## config.mk

```make
export PLATFORM = sky130hd
export DESIGN_NAME = ordinary_space_ctrl
export DESIGN_NICKNAME = d
export VERILOG_FILES = /design/src/hw/ordinary_bus_pkg.sv /design/src/hw/fall_edge_stage.sv /design/src/hw/ordinary_space_ctrl.sv
export SDC_FILE = /design/constraint.sdc
export NUM_CORES = 1
export LEC_CHECK = 0
export BUFFER_PORTS_ARGS = -buffer_cell sky130_fd_sc_hd__buf_2
export CAP_MARGIN = 5
export CORE_MARGIN = 1.5
export CORE_UTILIZATION = 45
export DETAILED_ROUTE_END_ITERATION = 8
export GPL_TIMING_DRIVEN = 0
export PLACE_DENSITY_LB_ADDON = 0.1
export SYNTH_ARGS = -nofsm -noshare
export SYNTH_HDL_FRONTEND = slang
export SYNTH_SLANG_ARGS = --single-unit
```

## constraint.sdc

```tcl
create_clock -name clk_sys -period 6.2 [get_ports clk_sys]
set_input_delay 0.31 -clock clk_sys [delete_from_list [all_inputs] [get_ports clk_sys]]
set_output_delay 0.31 -clock clk_sys [all_outputs]
set_load 0.03 [all_outputs]
```

## src/hw/ordinary_bus_pkg.sv

```systemverilog
// Shared constants and carrier types for the ordinary-space bus cycle generator
package ordinary_bus_pkg;

	// ----------------------------------------------------------------
	// Access sizes and device widths
	// ----------------------------------------------------------------
	localparam logic [1:0] SIZE_BYTE = 2'h0;
	localparam logic [1:0] SIZE_WORD = 2'h1;
	localparam logic [1:0] SIZE_LONG = 2'h2;
	localparam logic [1:0] WIDTH_8 = 2'h0;
	localparam logic [1:0] WIDTH_16 = 2'h1;
	localparam logic [1:0] WIDTH_32 = 2'h2;

	// ----------------------------------------------------------------
	// Wait field codes and counts
	// ----------------------------------------------------------------
	localparam logic [1:0] WAIT_NONE = 2'h0;
	localparam logic [1:0] WAIT_SOFT_A = 2'h1;
	localparam logic [1:0] WAIT_SOFT_B = 2'h2;
	localparam logic [1:0] WAIT_LONG = 2'h3;
	localparam logic [3:0] SOFT_WAITS_A = 4'h1;
	localparam logic [3:0] SOFT_WAITS_B = 4'h2;
	// Long-wait code 7..0 to wait count, 0 to 14
	localparam logic [31:0] LONG_WAIT_TABLE = 32'he_a_6_4_3_2_1_0;
	// Space 4 release delay code 3..0 to cycles
	localparam logic [15:0] SP4_RELEASE_TABLE = 16'h4_4_2_1;
	// Space 4 hold idle code 3..0 to cycles, 0 to 5
	localparam logic [15:0] SP4_HOLD_TABLE = 16'h5_3_1_0;
	localparam logic [3:0] MAX_SHARED_IDLE = 4'h2;
	localparam logic [2:0] SPACE_4 = 3'h4;

	// ----------------------------------------------------------------
	// Reset values
	// ----------------------------------------------------------------
	localparam logic [24:0] RESET_ADDR = 25'h0;
	localparam logic [31:0] RESET_DATA = 32'h0;
	localparam logic [4:0] RESET_CS_N = 5'h1f;

	// ----------------------------------------------------------------
	// Types
	// ----------------------------------------------------------------
	typedef enum logic [2:0] {
		ST_IDLE = 3'h0,
		ST_SETUP = 3'h1,
		ST_FIRST = 3'h3,
		ST_WAIT = 3'h2,
		ST_SECOND = 3'h6,
		ST_HOLD = 3'h7
	} bus_state_t;

	typedef struct packed {
		logic valid;
		logic write;
		logic [1:0] size;
		logic [2:0] space;
		logic [24:0] addr;
		logic [31:0] wdata;
	} bus_req_t;

	typedef struct packed {
		logic [4:0][1:0] dev_width;
		logic [4:0][1:0] wait_field;
		logic [2:0] long_wait_sp0;
		logic [2:0] long_wait_sp1;
		logic [2:0] shared_long_wait_sp23;
		logic [2:0] long_wait_sp4;
		logic [4:0] external_wait_mask;
		logic [1:0] sp4_wait_release_delay;
		logic [3:0][1:0] setup_hold_idle;
		logic [2:0] sp4_setup_idle_count;
		logic [1:0] sp4_hold_idle_count;
		logic ratio_one_to_one;
	} bus_cfg_t;

	typedef struct packed {
		logic [24:0] addr;
		logic bus_start_strobe_n;
		logic read_strobe_n;
		logic [3:0] byte_write_strobe_n;
		logic rd_wr_n;
		logic [31:0] data_out;
		logic data_oe;
	} bus_pins_t;

	typedef struct packed {
		logic ready;
		logic rvalid;
		logic last;
		logic [31:0] rdata;
	} bus_resp_t;

endpackage

```

## src/hw/fall_edge_stage.sv

```systemverilog
// Falling-edge flops: wait pin sample and chip select drive
`timescale 1ns/1ps
module fall_edge_stage
	import ordinary_bus_pkg::*;
(
	input wire logic clk_sys,
	input wire logic sys_rst,
	input wire logic wait_pin_n,
	input wire logic [4:0] cs_request,
	output logic wait_active,
	output logic [4:0] space_chip_select_n
);

	typedef struct packed {
		logic wait_fall_n;
		logic [4:0] cs_n;
	} fall_state_t;

	fall_state_t st;
	fall_state_t next_st;

	always_comb begin
		next_st.wait_fall_n = wait_pin_n;
		next_st.cs_n = ~cs_request;
	end

	always_ff @(negedge clk_sys or posedge sys_rst) begin
		if (sys_rst) begin
			st <= {1'b1, RESET_CS_N};
		end else begin
			st <= next_st;
		end
	end

	// Single flop, half a cycle to settle; a second would sample before the last wait
	assign wait_active = ~st.wait_fall_n;
	assign space_chip_select_n = st.cs_n;

endmodule // fall_edge_stage

```

## src/hw/ordinary_space_ctrl.sv

```systemverilog
// Ordinary-space bus cycle generator for SRAM-like external devices
// Functional notes
// - No-wait access takes two cycles, first state then second state.
// - Bus-start strobe goes low for exactly one cycle per bus cycle.
// - Chip select deasserts on the falling clock edge within the piece's last cycle (second state, or last hold idle cycle).
// - Reads carry no size; full device width read at true start address.
// - 32-bit writes: strobe 3 is byte 4n, strobe 0 is byte 4n+3.
// - 16-bit: strobe 1 is 2n, strobe 0 is 2n+1; 8-bit uses strobe 0.
// - Direction output rests at read level when idle.
// - Wide accesses to narrow devices split into consecutive bus accesses.
// - At ratio 1:1 split pieces burst without chip select gap.
// - Wait field 01 or 10 inserts that many software wait states.
// - Wait field 11 takes wait count from long-wait field, 0 to 14.
// - Spaces 0,1,4 have own long-wait fields; spaces 2,3 share one.
// - Wait pin sampled only with software waits and mask bit clear.
// - Wait pin sampled only on leaving the last wait state.
// - Wait pin sampled on the falling clock edge.
// - Spaces 0-3 release strobes one cycle after wait release.
// - Space 4 release delay is 1, 2 or 4 cycles by field.
// - Set-up and hold idle keep signals but not read/write strobes.
// - Write data stays driven through trailing hold idle cycles.
// - Spaces 0-3 set-up and hold idle equal, 0 to 2 cycles.
// - Space 4 set-up idle 0 to 7, hold idle 0 to 5.
`timescale 1ns/1ps
module ordinary_space_ctrl
	import ordinary_bus_pkg::*;
(
	input wire logic clk_sys,
	input wire logic sys_rst,
	input bus_req_t req,
	input bus_cfg_t cfg,
	input wire logic wait_pin_n,
	input wire logic [31:0] bus_data_in,
	output bus_resp_t resp,
	output bus_pins_t pins,
	output logic [4:0] space_chip_select_n
);

	// ----------------------------------------------------------------
	// State
	// ----------------------------------------------------------------
	typedef struct packed {
		bus_state_t phase;
		logic [3:0] cnt;
		logic [1:0] piece;
		logic [1:0] last_piece;
		logic write;
		logic [1:0] size;
		logic [2:0] space;
		logic [1:0] width;
		logic [24:0] addr;
		logic [31:0] wdata;
		bus_pins_t pins;
		bus_resp_t resp;
	} ctrl_state_t;

	ctrl_state_t st;
	ctrl_state_t next_st;
	logic wait_active;
	logic [4:0] cs_request;
	logic piece_end;

	// ----------------------------------------------------------------
	// Helpers
	// ----------------------------------------------------------------
	// last piece index, one less than the piece count
	function automatic logic [1:0] last_piece_of(input logic [1:0] size,
			input logic [1:0] width);
		logic [1:0] r;
		r = 2'h0;
		if (width == WIDTH_8) begin
			r = (size == SIZE_LONG) ? 2'h3 : (size == SIZE_WORD) ? 2'h1 : 2'h0;
		end else if (width == WIDTH_16 && size == SIZE_LONG) begin
			r = 2'h1;
		end
		return r;
	endfunction

	function automatic logic [3:0] wait_count(input bus_cfg_t c, input logic [2:0] sp);
		logic [2:0] lw;
		logic [3:0] r;
		case (sp)
			3'h0: lw = c.long_wait_sp0;
			3'h1: lw = c.long_wait_sp1;
			3'h4: lw = c.long_wait_sp4;
			default: lw = c.shared_long_wait_sp23;
		endcase
		case (c.wait_field[sp])
			WAIT_SOFT_A: r = SOFT_WAITS_A;
			WAIT_SOFT_B: r = SOFT_WAITS_B;
			WAIT_LONG: r = LONG_WAIT_TABLE[{lw, 2'h0} +: 4];
			default: r = 4'h0;
		endcase
		return r;
	endfunction

	function automatic logic [3:0] idle_count(input bus_cfg_t c, input logic [2:0] sp,
			input logic hold);
		logic [3:0] r;
		if (sp == SPACE_4) begin
			r = hold ? SP4_HOLD_TABLE[{c.sp4_hold_idle_count, 2'h0} +: 4]
				: {1'b0, c.sp4_setup_idle_count};
		end else begin
			r = {2'h0, c.setup_hold_idle[sp[1:0]]};
			if (r > MAX_SHARED_IDLE) begin
				r = MAX_SHARED_IDLE;
			end
		end
		return r;
	endfunction

	function automatic logic [3:0] lane_mask(input logic [1:0] width, input logic [1:0] size,
			input logic [1:0] a);
		logic [3:0] r;
		r = 4'h1;
		if (width == WIDTH_32) begin
			if (size == SIZE_BYTE) begin
				r = 4'h8 >> a;
			end else if (size == SIZE_WORD) begin
				r = a[1] ? 4'h3 : 4'hc;
			end else begin
				r = 4'hf;
			end
		end else if (width == WIDTH_16) begin
			r = (size == SIZE_BYTE) ? (a[0] ? 4'h1 : 4'h2) : 4'h3;
		end
		return r;
	endfunction

	// ----------------------------------------------------------------
	// Next state
	// ----------------------------------------------------------------
	always_comb begin
		logic [3:0] waits;
		logic [3:0] idle;
		logic ext_wait_en;
		logic [4:0] shift;
		logic [3:0] mask;
		waits = wait_count(cfg, st.space);
		idle = 4'h0;
		shift = 5'h0;
		mask = 4'h0;
		// sampling only with software waits and unmasked
		ext_wait_en = (cfg.wait_field[st.space] == WAIT_SOFT_A
			|| cfg.wait_field[st.space] == WAIT_SOFT_B)
			&& !cfg.external_wait_mask[st.space];
		next_st = st;
		next_st.resp.rvalid = 1'b0;
		piece_end = 1'b0;
		case (st.phase)
			ST_IDLE: begin
				if (req.valid && st.resp.ready) begin
					next_st.write = req.write;
					next_st.size = req.size;
					next_st.space = req.space;
					next_st.width = cfg.dev_width[req.space];
					next_st.addr = req.addr;
					next_st.wdata = req.wdata;
					next_st.piece = 2'h0;
					next_st.last_piece = last_piece_of(req.size, cfg.dev_width[req.space]);
					idle = idle_count(cfg, req.space, 1'b0);
					next_st.phase = (idle != 4'h0) ? ST_SETUP : ST_FIRST;
					next_st.cnt = idle - 4'h1;
				end
			end
			ST_SETUP: begin
				if (st.cnt == 4'h0) begin
					next_st.phase = ST_FIRST;
				end else begin
					next_st.cnt = st.cnt - 4'h1;
				end
			end
			ST_FIRST: begin
				// no waits goes straight to second state
				next_st.phase = (waits == 4'h0) ? ST_SECOND : ST_WAIT;
				next_st.cnt = waits;
			end
			ST_WAIT: begin
				if (st.cnt > 4'h1) begin
					next_st.cnt = st.cnt - 4'h1;
				end else if (!(ext_wait_en && wait_active)) begin
					next_st.phase = ST_SECOND;
					next_st.cnt = 4'h0;
					if (ext_wait_en && st.space == SPACE_4) begin
						next_st.cnt = SP4_RELEASE_TABLE[{cfg.sp4_wait_release_delay, 2'h0} +: 4]
							- 4'h1;
					end
				end
			end
			ST_SECOND: begin
				if (st.cnt != 4'h0) begin
					next_st.cnt = st.cnt - 4'h1;
				end else begin
					next_st.resp.rvalid = !st.write;
					next_st.resp.rdata = bus_data_in;
					next_st.resp.last = (st.piece == st.last_piece);
					idle = idle_count(cfg, st.space, 1'b1);
					if (st.piece != st.last_piece && cfg.ratio_one_to_one) begin
						next_st.phase = ST_FIRST;
						next_st.piece = st.piece + 2'h1;
					end else if (idle != 4'h0) begin
						next_st.phase = ST_HOLD;
						next_st.cnt = idle - 4'h1;
					end else begin
						piece_end = 1'b1;
					end
				end
			end
			ST_HOLD: begin
				if (st.cnt != 4'h0) begin
					next_st.cnt = st.cnt - 4'h1;
				end else begin
					piece_end = 1'b1;
				end
			end
			default: begin
				next_st.phase = ST_IDLE;
			end
		endcase
		// non-burst pieces repeat the basic cycle
		if (piece_end) begin
			if (st.piece != st.last_piece) begin
				next_st.piece = st.piece + 2'h1;
				idle = idle_count(cfg, st.space, 1'b0);
				next_st.phase = (idle != 4'h0) ? ST_SETUP : ST_FIRST;
				next_st.cnt = idle - 4'h1;
			end else begin
				next_st.phase = ST_IDLE;
			end
		end

		// Output pins follow the next phase so they leave flops aligned
		next_st.resp.ready = (next_st.phase == ST_IDLE);
		next_st.pins.addr = next_st.addr
			+ 25'((next_st.width == WIDTH_32) ? 2'h0 : (next_st.width == WIDTH_16)
			? {next_st.piece[0], 1'b0} : next_st.piece);
		next_st.pins.bus_start_strobe_n = !(next_st.phase == ST_FIRST);
		// strobes only in first, wait and second states
		next_st.pins.read_strobe_n = !(!next_st.write && (next_st.phase == ST_FIRST
			|| next_st.phase == ST_WAIT || next_st.phase == ST_SECOND));
		mask = (next_st.last_piece != 2'h0) ? lane_mask(next_st.width, SIZE_LONG, 2'h0)
			: lane_mask(next_st.width, next_st.size, next_st.addr[1:0]);
		next_st.pins.byte_write_strobe_n = (next_st.write && (next_st.phase == ST_FIRST
			|| next_st.phase == ST_WAIT || next_st.phase == ST_SECOND)) ? ~mask : 4'hf;
		next_st.pins.rd_wr_n = !(next_st.write && next_st.phase != ST_IDLE);
		next_st.pins.data_oe = next_st.write && next_st.phase != ST_IDLE;
		shift = 5'((next_st.last_piece - next_st.piece) * ((next_st.width == WIDTH_16)
			? 5'h10 : 5'h8));
		next_st.pins.data_out = next_st.wdata >> shift;
	end

	// ----------------------------------------------------------------
	// Registers
	// ----------------------------------------------------------------
	always_ff @(posedge clk_sys or posedge sys_rst) begin
		if (sys_rst) begin
			st.phase <= ST_IDLE;
			st.cnt <= 4'h0;
			st.piece <= 2'h0;
			st.last_piece <= 2'h0;
			st.write <= 1'b0;
			st.size <= SIZE_BYTE;
			st.space <= 3'h0;
			st.width <= WIDTH_8;
			st.addr <= RESET_ADDR;
			st.wdata <= RESET_DATA;
			st.pins <= {RESET_ADDR, 1'b1, 1'b1, 4'hf, 1'b1, RESET_DATA, 1'b0};
			st.resp <= {1'b1, 1'b0, 1'b0, RESET_DATA};
		end else begin
			st <= next_st;
		end
	end

	// ----------------------------------------------------------------
	// Chip select
	// ----------------------------------------------------------------
	// cut at falling edge of the piece's last cycle, kept in bursts
	always_comb begin
		cs_request = 5'h0;
		if (st.phase != ST_IDLE && !piece_end) begin
			cs_request[st.space] = 1'b1;
		end
	end

	fall_edge_stage u_fall (
		.clk_sys(clk_sys),
		.sys_rst(sys_rst),
		.wait_pin_n(wait_pin_n),
		.cs_request(cs_request),
		.wait_active(wait_active),
		.space_chip_select_n(space_chip_select_n)
	);

	assign pins = st.pins;
	assign resp = st.resp;

endmodule // ordinary_space_ctrl

```

## Word-level counts from Yosys, hierarchy flattened

Cells that the tools add are included.

| storage, ports and cells | value |
|---|---|
| bits in registers | 182 |
| logic and storage cells | 184 |
| input bits | 152 |
| output and inout port bits | 105 |

| cells by class | value |
|---|---|
| mux-type cells | 76 |
| multipliers | 1 |
| $add $sub $neg | 8 |
| shift-type cells | 5 |
| bitwise operators | 4 |
| magnitude comparators | 8 |
| reductions and logical operators | 37 |
| eq/ne operators | 22 |

Operator list:

| kind | count |
|---|---|
| $mux W4 | 21 |
| $mux W76 | 1 |
| $mux W34 | 2 |
| $mux W67 | 1 |
| $mux W2 | 19 |
| $shiftx A16 B5 Y4 const A | 2 |
| $shiftx A32 B6 Y4 const A | 1 |
| $shr A32 B5 Y32 | 1 |
| $add A25 B2 Y25 | 1 |
| $pmux W4 S6 | 1 |
| $sub A4 B1 Y4 const B | 5 |
| $mux W3 | 6 |
| $pmux W3 S6 | 1 |
| $reduce_bool A4 Y1 | 4 |
| $eq A3 B3 Y1 const B | 5 |
| $mux W7 | 2 |
| $bmux W2 S3 | 2 |
| $eq A3 B2 Y1 const B | 4 |
| $pmux W4 S3 | 1 |
| $logic_and A1 B1 Y1 | 11 |
| $eq A2 B1 Y1 const B | 5 |
| $mux W5 | 2 |
| $logic_not A3 Y1 | 3 |
| $mux W9 | 1 |
| other kinds (31) | 59 |

## Longest topological paths before layout

| logic depth | value |
|---|---|
| depth after elaboration | 22 |
| gate-level depth with buffers | 22 |
| depth with buffers taken out | 21 |

## Cells and area by module

From an unflattened synthesis, not the netlist that was laid out.

| unflattened totals | value |
|---|---|
| cell total of the unflattened synthesis | 1023 |
| area total of the unflattened synthesis | 10116.0 µm² |

Modules (own cells, without submodules):

| module | cells each | sequential area each (µm²) | area an instance (µm²) | times used |
|---|---|---|---|---|
| ordinary_space_ctrl | 1004 | 4414.2 | 9890.7 | 1 |
| fall_edge_stage | 19 | 157.7 | 225.2 | 1 |

==> impl_metrics.json <==
{
  "vias_per_cell": 4.99,
  "irDropWorstVdd_uv": 213,
  "grt_max_degree": 41,
  "grt_pass1_vias": 7942,
  "cts_max_level": 4,
  "drive_gt1_frac": 0.348,
  "cts-buffers-inserted": 17,
  "cts.sinks": 182,
  "syn_inst": 1047,
  "fin_cells": 1621,
  "ios": 257,
  "start_kind": "register",
  "power_w": 0.00517,
  "clk_latency_ns": 0.46,
  "placed_cells": 1581,
  "clockBufferDepth": 2,
  "rows": 53,
  "dieWidth_um": 150,
  "wl_per_cell_um": 15.8,
  "worst_setup_path_end_kind": "register",
  "muxShareOfSynthArea": 0.0702,
  "grt_overflow": 0,
  "drc": 0,
  "worstPathBufferInverterCount": 2,
  "synth_edf_count": 0,
  "status": "complete, no violations",
  "crit_fanout": 10,
  "antenna_found_initial": 5,
  "yosys_register_bits": 182,
  "root_buffer": "clkbuf_16",
  "synthAdderAreaFrac": 0.0259,
  "fin_skew_ns": 0.0416,
  "arrival_ns": 3.27,
  "drt-total-wl_um": 25700,
  "slowest_delay_ns": 0.55,
  "grt_usage": 0.233,
  "fin_util": 0.573,
  "area_delta_synth_final_pct": 24.3,
  "postSynth.asyncResetShare": 1.00,
  "post_cts_buffers": 0,
  "synth_xor_area_frac": 0.0269,
  "synth_area_um2": 9750,
  "yosysSeqAreaShare": 0.469,
  "synth_nets": 1218,
  "hpwl_um": 19700,
  "place_congestion": 0.880,
  "power.density_nw_per_um2": 427,
  "synthSimpleGateAreaFrac": 0.181,
  "start_util": 0.461,
  "avgSynthCellArea_um2": 9.32,
  "hp-class": "in -> reg",
  "drt_iter0_markers": 391,
  "cp_slowest_cell": "mux4_2",
  "path_cells": "buf_2 -> inv_2 -> mux4_2 -> nor2b_1 -> nor2_1 -> ha_1 -> ha_1 -> a21oi_1 -> o32ai_2 -> or4_1",
  "finalSetupTns_ns": 0,
  "final_common_cell": "buf_2",
  "synth_top_family_by_area": "simple AND/OR/NAND/NOR gates",
  "synth_ff_type": "dfrtp_1",
  "final_nets": 1502,
  "ant_nets": 0,
  "ys_types": 73,
  "worst_pin_slew_ns": 0.885,
  "slew_viol_final": 0,
  "core_um2": 21200,
  "p_leak_nw": 6.45,
  "dr.pass1.iters": 5,
  "final_cell_mix": "buf_2, nand2_1, dfrtp_1",
  "crit_family": "simple AND/OR/NAND/NOR gates",
  "die-area_um2": 22600,
  "port_buffers": 254,
  "critical_path_required_ns": 3.47,
  "yosysWarnings": 0,
  "critPathKind": "reg -> reg",
  "vias": 8084,
  "cts_tree": "done",
  "rsz0062_at_grt": "no",
  "grt_pass1_wl_um": 40600,
  "hold_viol": 0,
  "cp_common_cell": "ha_1",
  "setup_viol_count_final": 0,
  "synth_compound_area_frac": 0.108,
  "path_clk_slew_ns": 0.08,
  "fp.dieH_um": 150,
  "cap_violations": 0,
  "slew_headroom": 0.409
}
cell type report:
cell class,count,area [um^2]
Antenna cell,2,5.00
Sequential cell,182,4570
Tap cell,275,344
Fill cell,1962,9030
Multi-Input combinational cell,670,4020
Buffer,150,998
Clock buffer,19,453
Clock inverter,19,178
Timing Repair Buffer,260,1380
Inverter,44,169
per-layer routing:
metal,GRT usage,vias up,wire [um],part of all wire
met2,0.400,230,12900,0.50
li1,-,3985,-,-
met4,0.0505,6,225,0.0088
met5,0,-,35,0.0014
met1,0.296,3840,11000,0.43
met3,0.0582,23,1550,0.060
registers in the layout, summed over array words and instances (netlist names):
register / count
st: 76
resp: 35
pins: 65
u_fall.st: 1
u_fall.space_chip_select_n: 5
synthesized netlist by cell type (all sizes together), types with 3 or more instances:
cell	n	area, um^2
nand3	18	90.1
a211oi	8	60.1
nor4	6	58.8
mux2i	26	260
a21oi	42	210
nand2	237	890
mux4	9	203
o21ai	74	370
inv	45	169
nand4	7	43.8
or2	4	25.0
nor2b	7	43.8
clkbuf	25	93.8
mux2	19	221
o22ai	3	25.0
o21a	7	52.6
a31oi	4	25.0
dfstp	14	368
nand3b	7	56.3
nor3b	4	30.0
ha	17	213
nor2	61	245
nor3	19	95.1
dfrtp	168	4200
o211ai	3	22.5
xnor2	17	149
nand2b	5	31.3
o221ai	4	35.0
xor2	13	114
and3	5	31.3
o2111ai	3	26.3
or3	3	18.8
buf	125	905
final timing paths:
path	start	to	slack, ns	depth (start not counted)
min in group asynchronous	sys_rst	pins[21]$_DFF_PP0_	0.48	3
worst min register to register	st[164]$_DFF_PP0_	resp[33]$_DFF_PP0_	0.45	1
worst max-delay path	st[160]$_DFFE_PP0P_	u_fall.space_chip_select_n[2]$_DFF_NP1_	0.19	10
worst max register to register	st[160]$_DFFE_PP0P_	u_fall.space_chip_select_n[2]$_DFF_NP1_	0.19	10
worst min-delay path	bus_data_in[24]	resp[24]$_DFFE_PP0P_	0.07	3
max in group asynchronous	sys_rst	u_fall.space_chip_select_n[3]$_DFF_NP1_	1.99	4
per-stage QoR:
step | instance area, um^2 | hold slack [ns] | setup slack [ns]
6_report | 12100 | 0.0651 | 0.193
2_1_floorplan | 9760 | 0.403 | 0.575
5_1_grt | 12100 | 0.0521 | 0.0527
4_1_cts | 12100 | 0.0494 | 0.0872
3_5_place_dp | 11500 | 0.397 | 0.0882
3_3_place_gp | 11400 | 0.419 | 0.100
worst min-delay path: stages:
cell and delay (ns):
buf_2 0.07, nand2_1 0.04, nand2_1 0.05
what timing repair did:
action	4_1_cts	5_1_grt
resized for setup	0	1
setup endpoints to repair	0	4
hold buffers	1	0
endpoints found under the hold margin	21	0
cell families after synthesis:
| group | count (synthesis) |
|---|---|
| buffers and inverters | 195 |
| adders and majority gates | 19 |
| and+or+nand+nor | 395 |
| DFF | 182 |
| xor gates and xnor gates | 30 |
| AOI/OAI and AO/OA | 172 |
| muxes | 54 |
where the power goes:
group / switching [W] / internal, W
clock network: 0.000552 / 0.000571
registers: 0.000132 / 0.00149
logic: 0.00152 / 0.000901
No activity file was read; power rests on OpenSTA's default activity.
